**config.mk**
```make
export PLATFORM = sky130hd
export DESIGN_NAME = pscf_control
export DESIGN_NICKNAME = d
export VERILOG_FILES = /design/src/pscf_bus_select.sv /design/src/pscf_control.sv
export SDC_FILE = /design/constraint.sdc
export NUM_CORES = 1
export LEC_CHECK = 0
export ABC_AREA = 1
export BUFFER_PORTS_ARGS = -buffer_cell sky130_fd_sc_hd__buf_2
export CORE_MARGIN = 2
export CORE_UTILIZATION = 40
export CTS_BUF_LIST = sky130_fd_sc_hd__clkbuf_8 sky130_fd_sc_hd__clkbuf_16
export CTS_CLUSTER_SIZE = 10
export DETAILED_ROUTE_END_ITERATION = 8
export PLACE_DENSITY = 0.69
export SLEW_MARGIN = 10
export SYNTH_ARGS = -nofsm -noshare
export SYNTH_HDL_FRONTEND = slang
export SYNTH_SLANG_ARGS = --single-unit
```
**constraint.sdc**
```tcl
create_clock -name clk_sys -period 2.45 [get_ports clk_sys]
set_input_delay 0.3675 -clock clk_sys [delete_from_list [all_inputs] [get_ports clk_sys]]
set_output_delay 0.3675 -clock clk_sys [all_outputs]
set_load 0.03 [all_outputs]
```
**src/pscf_bus_select.sv**
```systemverilog
// Shared constants and the internal bus selector for the pipeline control block
`timescale 1ns/10ps

package pscf_pkg;
  // ===========================================================================
  // Pipeline stages
  localparam int STAGES = 6;
  localparam int ST_FETCH = 0;
  localparam int ST_DECODE = 1;
  localparam int ST_INTEGER = 2;
  localparam int ST_ACCESS = 3;
  localparam int ST_EXEC1 = 4;
  localparam int ST_EXEC2 = 5;

  // ===========================================================================
  // Internal buses and address map
  localparam int NUM_BUS = 4;
  localparam logic [1:0] BUS_SEL_0 = 2'h0;
  localparam logic [1:0] BUS_SEL_1 = 2'h1;
  localparam logic [1:0] BUS_SEL_2 = 2'h2;
  localparam logic [1:0] BUS_SEL_V = 2'h3;
  localparam logic [31:0] BUS0_HI = 32'h0000FFFF;
  localparam logic [31:0] BUS1_LO = 32'h00080000;
  localparam logic [31:0] BUS1_HI = 32'h0008FFFF;
  localparam logic [31:0] BUS2_LO = 32'h00100000;
  localparam logic [31:0] BUS2_HI = 32'h0010FFFF;
  localparam logic [31:0] EXT_LO = 32'h01C00000;

  // ===========================================================================
  // Stall cycle counts
  localparam logic [2:0] CNT_COMPUTE = 3'h1;
  localparam logic [2:0] CNT_LOAD_INT = 3'h1;
  localparam logic [2:0] CNT_INTEGER_ADDRESS_UNIT_LOAD = 3'h4;
  localparam logic [2:0] CNT_COND_COMPUTE = 3'h3;
  localparam logic [2:0] CNT_COND_OTHER = 3'h1;
  localparam logic [2:0] CNT_LOAD_RETURN = 3'h2;

  // ===========================================================================
  // Register map and reset values
  localparam logic [7:0] REG_MASK = 8'h00;
  localparam logic [7:0] REG_LATCH = 8'h04;
  localparam logic [7:0] REG_RETURN = 8'h08;
  localparam logic [7:0] REG_STATUS = 8'h0C;
  localparam int GIE_BIT = 0;
  localparam logic [31:0] RETURN_RESET = 32'h00000000;
  localparam logic [31:0] INT_VECTOR_BASE = 32'h00000100;
  localparam logic [31:0] EXC_VECTOR_ADDR = 32'h00000080;
  localparam int VECTOR_SHIFT = 4;

  typedef enum logic {INTR_IDLE, INTR_FLOW} pscf_intr_type;
endpackage

// ===========================================================================
// Bus selection by address
module pscf_bus_select
  import pscf_pkg::*;
(
  input wire logic [31:0] addr,
  input wire logic is_virtual,
  output logic [1:0] bus_sel,
  output logic is_ext
);
  always_comb begin
    bus_sel = BUS_SEL_V;
    is_ext = 1'b0;
    if (is_virtual) begin
      bus_sel = BUS_SEL_V;
    end else if (addr <= BUS0_HI) begin
      bus_sel = BUS_SEL_0;
    end else if (addr >= BUS1_LO && addr <= BUS1_HI) begin
      bus_sel = BUS_SEL_1;
    end else if (addr >= BUS2_LO && addr <= BUS2_HI) begin
      bus_sel = BUS_SEL_2;
    end else if (addr >= EXT_LO) begin
      is_ext = 1'b1;
    end
  end
endmodule

```
**src/pscf_control.sv**
```systemverilog
// Pipeline interlock, flush and interrupt redirect control
//
// Design decisions made here: strobed register access and the one-cycle delayed mask for pending interrupts.
`timescale 1ns/10ps

module pscf_control
  import pscf_pkg::*;
#(
  parameter int NUM_IRQ = 8,
  parameter logic [31:0] INT_VECTOR = INT_VECTOR_BASE,
  parameter logic [31:0] EXC_VECTOR = EXC_VECTOR_ADDR
) (
  input wire logic clk_sys,
  input wire logic reset,
  input wire logic [7:0] reg_addr,
  input wire logic [31:0] reg_wdata,
  input wire logic reg_wr,
  input wire logic reg_rd,
  output logic [31:0] reg_rdata,
  input wire logic [NUM_IRQ-1:0] irq_in,
  input wire logic [31:0] next_fetch_pc,
  input wire logic fetch_spec,
  input wire logic dep_compute,
  input wire logic dep_load_compute,
  input wire logic dep_load_integer_address_unit,
  input wire logic dep_store_ext,
  input wire logic dep_cond_integer_address_unit,
  input wire logic cond_is_compute,
  input wire logic dec_mem_req,
  input wire logic dec_mem_load,
  input wire logic dec_mem_virtual,
  input wire logic [31:0] dec_mem_addr,
  input wire logic [NUM_BUS-1:0] bus_grant,
  input wire logic load_data_return,
  input wire logic br_resolve,
  input wire logic br_mispredict,
  input wire logic [31:0] br_target,
  input wire logic exc_at_ex2,
  input wire logic rti_done,
  output wire logic [STAGES-1:0] stage_valid,
  output wire logic [STAGES-1:0] stage_intr,
  output logic [31:0] fetch_addr,
  output logic stall_hold,
  output logic [NUM_BUS-1:0] bus_request,
  output logic mem_execute,
  output logic integer_address_unit_update,
  output logic fetch_redirect,
  output logic [31:0] redirect_addr
);
  localparam int IDX_W = (NUM_IRQ > 1) ? $clog2(NUM_IRQ) : 1;

  logic sv_r [STAGES];
  logic ss_r [STAGES];
  logic si_r [STAGES];
  logic sf_r [STAGES];
  logic [31:0] spc_r [STAGES];
  logic sv_nxt [STAGES];
  logic ss_nxt [STAGES];
  logic si_nxt [STAGES];
  logic sf_nxt [STAGES];
  logic [31:0] spc_nxt [STAGES];
  logic [STAGES-1:0] abort;
  logic [NUM_IRQ:0] mask_r;
  logic [NUM_IRQ:0] mask_dly_r;
  logic [NUM_IRQ-1:0] latch_r;
  logic [NUM_IRQ-1:0] pend;
  logic [IDX_W-1:0] irq_idx;
  logic [31:0] interrupt_return_address_r;
  logic [31:0] vec_addr;
  logic [31:0] redir_nxt;
  pscf_intr_type flow_r;
  logic take, exc_go, gie_abort, mis_go, redir_go;
  logic [1:0] dec_sel;
  logic dec_ext;
  logic i_load_r, i_ext_r, i_waited_r;
  logic granted, bw_stall, hz_stall, hold_d, d_adv, d_ok;
  logic slow_load_r, slow_ext_r, slow_set, slow_ext_set, wait_dep, new_hz, hz_done_r;
  logic [2:0] hz_n;
  logic [2:0] hz_cnt_r;
  logic [2:0] ret_cnt_r;
  logic [31:0] rdata_r;

  pscf_bus_select u_bus_select (
    .addr(dec_mem_addr),
    .is_virtual(dec_mem_virtual),
    .bus_sel(dec_sel),
    .is_ext(dec_ext)
  );

  // ===========================================================================
  // Bus request and grant
  assign granted = |(bus_request & bus_grant);
  assign bw_stall = (|bus_request) & ~granted;
  assign slow_set = granted & i_load_r & (i_ext_r | i_waited_r);
  assign slow_ext_set = granted & i_load_r & i_ext_r;

  always_ff @(posedge clk_sys) begin
    if (reset) begin
      bus_request <= '0;
    end else if (d_adv) begin
      bus_request <= '0;
      if (d_ok && !abort[ST_DECODE] && dec_mem_req) begin
        bus_request[dec_sel] <= 1'b1;
      end
    end else if (granted || abort[ST_INTEGER]) begin
      bus_request <= '0;
    end
  end

  always_ff @(posedge clk_sys) begin
    if (reset) begin
      i_load_r <= 1'b0;
      i_ext_r <= 1'b0;
      i_waited_r <= 1'b0;
      mem_execute <= 1'b0;
      integer_address_unit_update <= 1'b0;
    end else begin
      mem_execute <= granted;
      integer_address_unit_update <= d_adv & d_ok & ~abort[ST_DECODE] & dec_mem_req;
      if (d_adv) begin
        i_load_r <= dec_mem_load & dec_mem_req;
        i_ext_r <= dec_ext;
        i_waited_r <= 1'b0;
      end else if (bw_stall) begin
        i_waited_r <= 1'b1;
      end
    end
  end

  // ===========================================================================
  // Load return tracking
  always_ff @(posedge clk_sys) begin
    if (reset) begin
      slow_load_r <= 1'b0;
      slow_ext_r <= 1'b0;
      ret_cnt_r <= 3'h0;
    end else begin
      if (slow_set) begin
        slow_load_r <= 1'b1;
      end else if (load_data_return) begin
        slow_load_r <= 1'b0;
      end
      if (slow_ext_set) begin
        slow_ext_r <= 1'b1;
      end else if (load_data_return) begin
        slow_ext_r <= 1'b0;
      end
      if (load_data_return && slow_load_r && !slow_set) begin
        ret_cnt_r <= CNT_LOAD_RETURN;
      end else if (ret_cnt_r != 3'h0) begin
        ret_cnt_r <= ret_cnt_r - 3'h1;
      end
    end
  end

  // ===========================================================================
  // Dependency stalls
  assign d_ok = sv_r[ST_DECODE];

  always_comb begin
    hz_n = 3'h0; // Plain integer results and stores use the bypass
    if (dep_load_integer_address_unit) begin
      hz_n = CNT_INTEGER_ADDRESS_UNIT_LOAD;
    end else if (dep_cond_integer_address_unit) begin
      hz_n = cond_is_compute ? CNT_COND_COMPUTE : CNT_COND_OTHER;
    end else if (dep_compute) begin
      hz_n = CNT_COMPUTE;
    end else if (dep_load_compute) begin
      hz_n = CNT_LOAD_INT;
    end
  end

  assign wait_dep = (dep_load_compute & (slow_load_r | slow_set | (ret_cnt_r != 3'h0)))
    | (dep_store_ext & (slow_ext_r | slow_ext_set));
  assign new_hz = d_ok & (hz_n != 3'h0) & ~hz_done_r & (hz_cnt_r == 3'h0) & ~wait_dep;
  assign hz_stall = d_ok & (wait_dep | (hz_cnt_r != 3'h0) | new_hz);
  assign hold_d = hz_stall | bw_stall;
  assign d_adv = ~hold_d;

  always_ff @(posedge clk_sys) begin
    if (reset || abort[ST_DECODE]) begin
      hz_cnt_r <= 3'h0;
    end else if (hz_cnt_r != 3'h0) begin
      hz_cnt_r <= hz_cnt_r - 3'h1;
    end else if (new_hz) begin
      hz_cnt_r <= hz_n - 3'h1;
    end
  end

  always_ff @(posedge clk_sys) begin
    if (reset || abort[ST_DECODE] || d_adv) begin
      hz_done_r <= 1'b0;
    end else if (wait_dep || (new_hz && hz_n == 3'h1) || hz_cnt_r == 3'h1) begin
      hz_done_r <= 1'b1;
    end
  end

  // ===========================================================================
  // Interrupt and exception flow
  always_comb begin
    irq_idx = '0;
    for (int k = NUM_IRQ - 1; k >= 0; k--) begin
      if (pend[k]) begin
        irq_idx = IDX_W'(k);
      end
    end
  end

  assign pend = latch_r & (mask_r[NUM_IRQ:1] | mask_dly_r[NUM_IRQ:1]);
  assign vec_addr = INT_VECTOR + (32'(irq_idx) << VECTOR_SHIFT);
  assign exc_go = exc_at_ex2 & sv_r[ST_EXEC2];
  assign gie_abort = ~exc_go & (flow_r == INTR_FLOW) & sv_r[ST_EXEC1] & si_r[ST_EXEC1]
    & sf_r[ST_EXEC1] & ~mask_r[GIE_BIT];
  assign mis_go = ~exc_go & ~gie_abort & br_resolve & br_mispredict & sv_r[ST_EXEC2] & ~si_r[ST_EXEC2];
  assign take = ~exc_go & ~gie_abort & ~mis_go & (flow_r == INTR_IDLE)
    & mask_r[GIE_BIT] & (|pend);
  assign redir_go = exc_go | gie_abort | (mis_go & (flow_r == INTR_IDLE)) | take;

  always_comb begin
    redir_nxt = vec_addr;
    if (exc_go) begin
      redir_nxt = EXC_VECTOR;
    end else if (gie_abort) begin
      redir_nxt = interrupt_return_address_r;
    end else if (mis_go) begin
      redir_nxt = br_target;
    end
  end

  always_ff @(posedge clk_sys) begin
    if (reset) begin
      fetch_redirect <= 1'b0;
      redirect_addr <= RETURN_RESET;
      interrupt_return_address_r <= RETURN_RESET;
      flow_r <= INTR_IDLE;
    end else begin
      fetch_redirect <= redir_go;
      if (redir_go) begin
        redirect_addr <= redir_nxt;
      end
      if (take) begin
        interrupt_return_address_r <= spc_r[ST_FETCH];
        flow_r <= INTR_FLOW;
      end else if (mis_go && flow_r == INTR_FLOW) begin
        interrupt_return_address_r <= br_target;
      end
      if (gie_abort || rti_done) begin
        flow_r <= INTR_IDLE;
      end
    end
  end

  // ===========================================================================
  // Stage contents
  generate
    for (genvar g = 0; g < STAGES; g++) begin : g_stage
      assign abort[g] = (exc_go & (g != ST_EXEC2)) | (gie_abort & si_r[g])
        | (mis_go & ss_r[g] & ~si_r[g]) | (take & (g == ST_FETCH));
      assign stage_valid[g] = sv_r[g];
      assign stage_intr[g] = si_r[g];
      if (g == ST_FETCH) begin : g_fetch
        always_comb begin
          sv_nxt[g] = sv_r[g] & ~abort[g];
          ss_nxt[g] = ss_r[g];
          si_nxt[g] = si_r[g];
          sf_nxt[g] = sf_r[g];
          spc_nxt[g] = spc_r[g];
          if (redir_go) begin
            sv_nxt[g] = 1'b1;
            spc_nxt[g] = redir_nxt;
            ss_nxt[g] = 1'b0;
            si_nxt[g] = take;
            sf_nxt[g] = take;
          end else if (!hold_d) begin
            sv_nxt[g] = 1'b1;
            spc_nxt[g] = next_fetch_pc;
            ss_nxt[g] = fetch_spec;
            si_nxt[g] = si_r[g] & (flow_r == INTR_FLOW);
            sf_nxt[g] = 1'b0;
          end
        end
      end else begin : g_later
        logic keep_s;
        logic bub_s;
        assign keep_s = (g == ST_DECODE && hold_d) || (g == ST_INTEGER && bw_stall);
        assign bub_s = (g == ST_INTEGER && hz_stall) || (g == ST_ACCESS && bw_stall);
        always_comb begin
          sv_nxt[g] = sv_r[g-1] & ~abort[g-1];
          ss_nxt[g] = ss_r[g-1];
          si_nxt[g] = si_r[g-1];
          sf_nxt[g] = sf_r[g-1];
          spc_nxt[g] = spc_r[g-1];
          if (keep_s) begin
            sv_nxt[g] = sv_r[g] & ~abort[g];
            ss_nxt[g] = ss_r[g];
            si_nxt[g] = si_r[g];
            sf_nxt[g] = sf_r[g];
            spc_nxt[g] = spc_r[g];
          end else if (bub_s) begin
            sv_nxt[g] = 1'b0;
          end
        end
      end
    end
  endgenerate

  always_ff @(posedge clk_sys) begin
    for (int i = 0; i < STAGES; i++) begin
      if (reset) begin
        sv_r[i] <= 1'b0;
        ss_r[i] <= 1'b0;
        si_r[i] <= 1'b0;
        sf_r[i] <= 1'b0;
        spc_r[i] <= RETURN_RESET;
      end else begin
        sv_r[i] <= sv_nxt[i];
        ss_r[i] <= ss_nxt[i];
        si_r[i] <= si_nxt[i];
        sf_r[i] <= sf_nxt[i];
        spc_r[i] <= spc_nxt[i];
      end
    end
  end

  assign fetch_addr = spc_r[ST_FETCH];

  always_ff @(posedge clk_sys) begin
    if (reset) begin
      stall_hold <= 1'b0;
    end else begin
      stall_hold <= hold_d;
    end
  end

  // ===========================================================================
  // Register port
  always_ff @(posedge clk_sys) begin
    if (reset) begin
      mask_r <= '0;
      mask_dly_r <= '0;
      latch_r <= '0;
    end else begin
      mask_dly_r <= mask_r;
      if (reg_wr && reg_addr == REG_MASK) begin
        mask_r <= reg_wdata[NUM_IRQ:0];
      end
      latch_r <= (latch_r & ~((reg_wr && reg_addr == REG_LATCH) ? reg_wdata[NUM_IRQ-1:0] : '0)
        & ~(take ? (NUM_IRQ'(1) << irq_idx) : '0)) | irq_in;
    end
  end

  always_ff @(posedge clk_sys) begin
    if (reset) begin
      rdata_r <= '0;
    end else begin
      rdata_r <= '0;
      if (reg_rd && reg_addr == REG_MASK) begin
        rdata_r <= 32'(mask_r);
      end else if (reg_rd && reg_addr == REG_LATCH) begin
        rdata_r <= 32'(latch_r);
      end else if (reg_rd && reg_addr == REG_RETURN) begin
        rdata_r <= interrupt_return_address_r;
      end else if (reg_rd && reg_addr == REG_STATUS) begin
        rdata_r <= {27'h0, slow_ext_r, slow_load_r, flow_r == INTR_FLOW, hz_stall, bw_stall};
      end
    end
  end

  assign reg_rdata = rdata_r;
endmodule

```
Word level (Yosys, flattened, before mapping)
Memories as Yosys holds them, arrays and structs flattened.
Index checks and enable logic that the tools add are counted.
{ "totals": {"ff_bits": 143, "latchBits": 0, "mem_bits_rw": 216, "rom_bits": 0, "inputBits": 167, "output_inout_bits": 116, "word_cells": 318, "n_memories": 5} }
{ "classes": {"n_addsub": 4, "n_mul": 0, "div_mod_pow": 0, "order_cmp": 8, "eq_ne": 6, "shift": 1, "muxes": 100, "n_bitwise": 132, "reduce_logical": 40} }
{ "memory_table": {"columns": ["name", "words", "width", "rd", "rd_ports_with_merged_regs", "wr", "line_no", "rtl"], "rows": [
  ["spc_r", 6, 32, 5, 0, 6, "pscf_control.sv:56", "logic [31:0] spc_r [STAGES];"],
  ["sf_r", 6, 1, 5, 0, 6, "pscf_control.sv:55", "logic sf_r [STAGES];"],
  ["si_r", 6, 1, 6, 0, 6, "pscf_control.sv:54", "logic si_r [STAGES];"],
  ["ss_r", 6, 1, 5, 0, 6, "pscf_control.sv:53", "logic ss_r [STAGES];"],
  ["sv_r", 6, 1, 6, 0, 6, "pscf_control.sv:52", "logic sv_r [STAGES];"]
]} }
{ "ops": {"columns": ["operator", "n"], "rows": [
  ["2-to-1 mux 32 bit", 16],
  ["2-to-1 mux 1 bit", 56],
  ["AND 1 bit", 52],
  ["OR 1 bit", 52],
  ["2-to-1 mux 3 bit", 13],
  ["greater-or-equal comparator 32 x 20 -> 1 bit, second input constant", 1],
  ["greater-or-equal comparator 32 x 21 -> 1 bit, second input constant", 1],
  ["greater-or-equal comparator 32 x 25 -> 1 bit, second input constant", 1],
  ["<= comparator 32 x 16 -> 1 bit, second input constant", 1],
  ["<= comparator 32 x 20 -> 1 bit, second input constant", 1],
  ["<= comparator 32 x 21 -> 1 bit, second input constant", 1],
  ["AND 8 bit", 3],
  ["inverter 1 bit", 20],
  ["2-to-1 mux 9 bit", 2],
  ["== test 8 x 4 -> 1 bit, second input constant", 2],
  ["2-to-1 mux 8 bit", 2],
  ["inverter 8 bit", 2],
  ["OR 8 bit", 2],
  ["logical AND 1 bit", 15],
  ["2-to-1 mux 2 bit", 6],
  ["2-to-1 mux 4 bit", 3],
  ["adder 9 x 7 -> 10 bit, first input constant", 1],
  ["nonzero test 2 bit", 5],
  ["nonzero test 3 bit", 3],
  ["other kinds (18)", 30]
]} }

Depth between registers and ports, before layout
An unclocked memory read counts as a cell.
{ "depth": {"depth_word": 25, "ltp_mapped": 15, "ltp_nobuf": 14} }

Hierarchy
Synthesis repeated with hierarchy kept, for this count alone.
{ "hier_totals": {"cells_unflattened": 1210, "area_unflattened_um2": 8653.3} }
{ "modules_own_cells": {"columns": ["mod", "n_inst", "cells_per_inst", "area_each_um2", "seq_area_each_um2"], "rows": [
  ["pscf_control", 1, 1191, 8570.7, 3923.8],
  ["pscf_bus_select", 1, 19, 82.6, 0.0]
]} }

Worst setup path after synthesis
Ideal clock, no wire load.
{ "synth_timing": {"path_kind": "register to register", "startpoint": "register bus_request[2]", "endpoint": "memory sv_r[2]", "setup_time_ps": 115, "t_arrival_ps": 1758, "required_time_ps": 2335, "setup_slack_ps": 578, "stages_incl_launch_ff": 15, "n_path_buf": 2, "synth_period_minus_slack_ps": 1872, "cell_sequence": "dfxtp_1 -> nand2_1 -> nand2_1 -> inv_1 -> nand2_1 -> nand3_1 -> nand2_1 -> nand2_1 -> nand3_1 -> nand2_1 -> nand3_1 -> buf_2 -> buf_2 -> nor2_1 -> o21a_1"} }
{ "synth_rtl": {"columns": ["element", "line_no", "rtl"], "rows": [
  ["from (decl)", "pscf_control.sv:44", "output logic [NUM_BUS-1:0] bus_request,"],
  ["from (signal assigned)", "pscf_control.sv:99", "bus_request <= '0;"],
  ["from (signal assigned)", "pscf_control.sv:101", "bus_request <= '0;"],
  ["from (signal, indexed assignment)", "pscf_control.sv:103", "bus_request[dec_sel] <= 1'b1;"],
  ["to (decl)", "pscf_control.sv:52", null]
]} }

==> results.ini <==
[run_status]
status=complete, no violations

[critical_path]
r2r_end=spc_r[0][21]
timing.rr.start=flow_r
path_class=reg -> reg
required_ns=2.82
arrival_ns=2.55
regToRegSetupSlack_ns=0.28
start_kind=flop
worstSetupEndpointType=flop
crit_start=flow_r
ff2ff_path_depth=12
worst-path-max-fanout=17

[timing]
fmax_mhz=460
setup_viol=0
drv_slew=0
fin_crit_sh_pct=88.8
slew_headroom_pct=57.3
tns_ns=0
clock_skew_ns=0.0123
min_period_ns=2.17
worstMarginPinSlew_ns=0.640
finalHoldViolCount=0
rsz0062_at_grt=false

[global_routing]
grt_first_pass_wirelength_um=41100
grt_pass1_vias=8036
grt_util_all_layers_pct=23.3
gr-total-overflow=0
grt_max_degree=67
antenna_found_initial=2

[min_path]
hp-start=rti_done
whs_path_depth=2
hold_class=in -> reg
hold_end=flow_r

[final_layout]
final_core_util_pct=50.4
multi_input_area_um2=3800
syn_to_final_growth_pct=23.9
fill_cells=2076
regArea_um2=3920
final_cell_mix=nand2_1, buf_2, dfxtp_1, nor2_1, inv_1
mostFrequentLayoutCell=nand2_1
fin_area_um2=10600
fin_cells=1675
drive_gt1_share_pct=22.8
layout.nets=1560

[clock_network]
clock_latency_ns=0.44
numCtsBuffers=17
cts.sinks=196
clk_pin_slew_ns=0.07
cts_resized=0
cts_hold_buffers=0
htreeDepth=4
post-cts-setup-buffers=0
clockRootBuffer=clkbuf_16
cts_tree=built
cts_max_path_buffers=2

[synthesis]
async_flop_share_pct=0
yosys_most_used_dff=dfxtp_1
yosysTopAreaCellShare_pct=46.1
synth_warnings=0
synth_cell_types=41
synth_edf_count=0
seq_area_frac_synth_pct=46.1
ys_seq_elements=196
yosys-top-cells-area=dfxtp_1, nand2_1, nor2_1, o21ai_0, inv_1
synth_fp_nets=1344
yosysTopAreaCell=dfxtp_1
syn_inst=1170
syn_area_per_cell_um2=7.28
synth_area_um2=8520

[route]
first_pass_iters=5
routed_wl_um=26700
drtIter0Drc=462
route.detailed.drc=0
num_vias=8563
wl_per_cell_um=15.9
via_per_inst=5.11
ant_nets=0

[floorplanning]
die_area_um2=22500
die_x_um=150
pin_count=283
core_um2=21000
die_h_um=150
row_count=53
initial_utilization_pct=40.6

[run]
maxCapViolations=0

[pwr]
power.leakage_nw=4.94
power_mw=9.52
power.density_nw_per_um2=902
peakVddDrop_uv=479

[placement]
dp_cells=1642
io_buffer_count=243
hpwlAfterDp_um=18800
dpl_cell_area_um2=9970
gp_congestion=0.872

## worst max-delay path, stage by stage (launching register included)
cell and delay, ns:
dfxtp_1 0.40, nand2_1 0.09, o21ai_2 0.30, nor2_4 0.09, nor2_4 0.14, nand2_4 0.07
nand2_2 0.08, buf_4 0.24, buf_4 0.30, nand2_1 0.14, nand2_1 0.09, nor2_1 0.05
nor2_1 0.11
## routing by layer
metal / wire [um] / share of wire (%) / track usage (%)
met4: 493 / 1.8 / 7.64
met2: 12800 / 48 / 40.9
met5: 14 / 0.052 / 0
met1: 11200 / 42 / 28.0
met3: 2250 / 8.4 / 5.40
## cell type report
cell class                 instances  share of cell area [%]
sequential                       196                    37.2
multi-input combinational        784                    36.0
timing repair buffer             272                    14.0
inverter                         115                    4.11
clock buffer                      17                    4.03
tap                              275                    3.26
clock inverter                    15                    1.36
antenna                            1                  0.0237
## worst max-delay path by stage
stage / slack [ns] / cells past startpoint / to
finish: 0.28 / 12 / spc_r[0][21]
global placement: 0.19 / 12 / i_load_r
CTS: 0.15 / 15 / i_load_r
floorplan: 0.58 / 14 / sv_r[2]
global route: 0.02 / 15 / i_load_r
detailed placement: 0.15 / 16 / i_load_r
## synth_stat cells, types with 2 or more instances
cell,number
nor2_2,3
inv_1,111
clkbuf_1,27
dfxtp_1,196
nor4_1,2
o221ai_1,31
o22ai_1,3
nor3_1,9
nand3_1,40
buf_4,16
o211ai_1,6
nor2_1,144
o21ai_1,3
o21ai_0,107
nand4_1,6
o21bai_1,6
a21oi_1,82
a31oi_1,5
buf_2,27
o31ai_1,3
nand2_1,278
buf_1,4
nand3b_1,34
inv_2,4
ha_1,7
## per-stage QoR
| step | setup WS [ns] | hold WS [ns] |
|---|---|---|
| 6_report | 0.275 | 0.141 |
| 5_1_grt | 0.0179 | 0.143 |
| 4_1_cts | 0.146 | 0.131 |
| 3_5_place_dp | 0.152 | 0.400 |
| 3_3_place_gp | 0.195 | 0.389 |
| 2_1_floorplan | 0.578 | 0.388 |
## cell families (layout without fill, tap and decap cells)
kind of cell	count (synthesis)	count (layout)	share of synthesized area, %
AND/OR/NAND/NOR	521	521	25.9
AO/OA/AOI/OAI	254	254	17.2
flip-flops	196	196	46.1
buffers and inverters	190	419	9.56
adder cells (fa/ha/maj)	7	7	1.03
XOR/XNOR	2	2	0.206
other	0	1	0
## where the power goes
| group | switching, mW | internal [mW] | total (mW) |
|---|---|---|---|
| clock network | 1.36 | 1.35 | 2.71 |
| logic | 2.02 | 0.903 | 2.93 |
| registers | 0.290 | 3.59 | 3.88 |
| total | 3.67 | 5.85 | 9.52 |
## registers in the layout, summed over array words and instances (netlist names), 8 cells and up
signal and flops:
redirect_addr 32, spc_r 32, reg_rdata 32, interrupt_return_address_r 32
latch_r 8, mask_dly_r 8, mask_r 9
No activity file was read; power rests on OpenSTA's default activity.
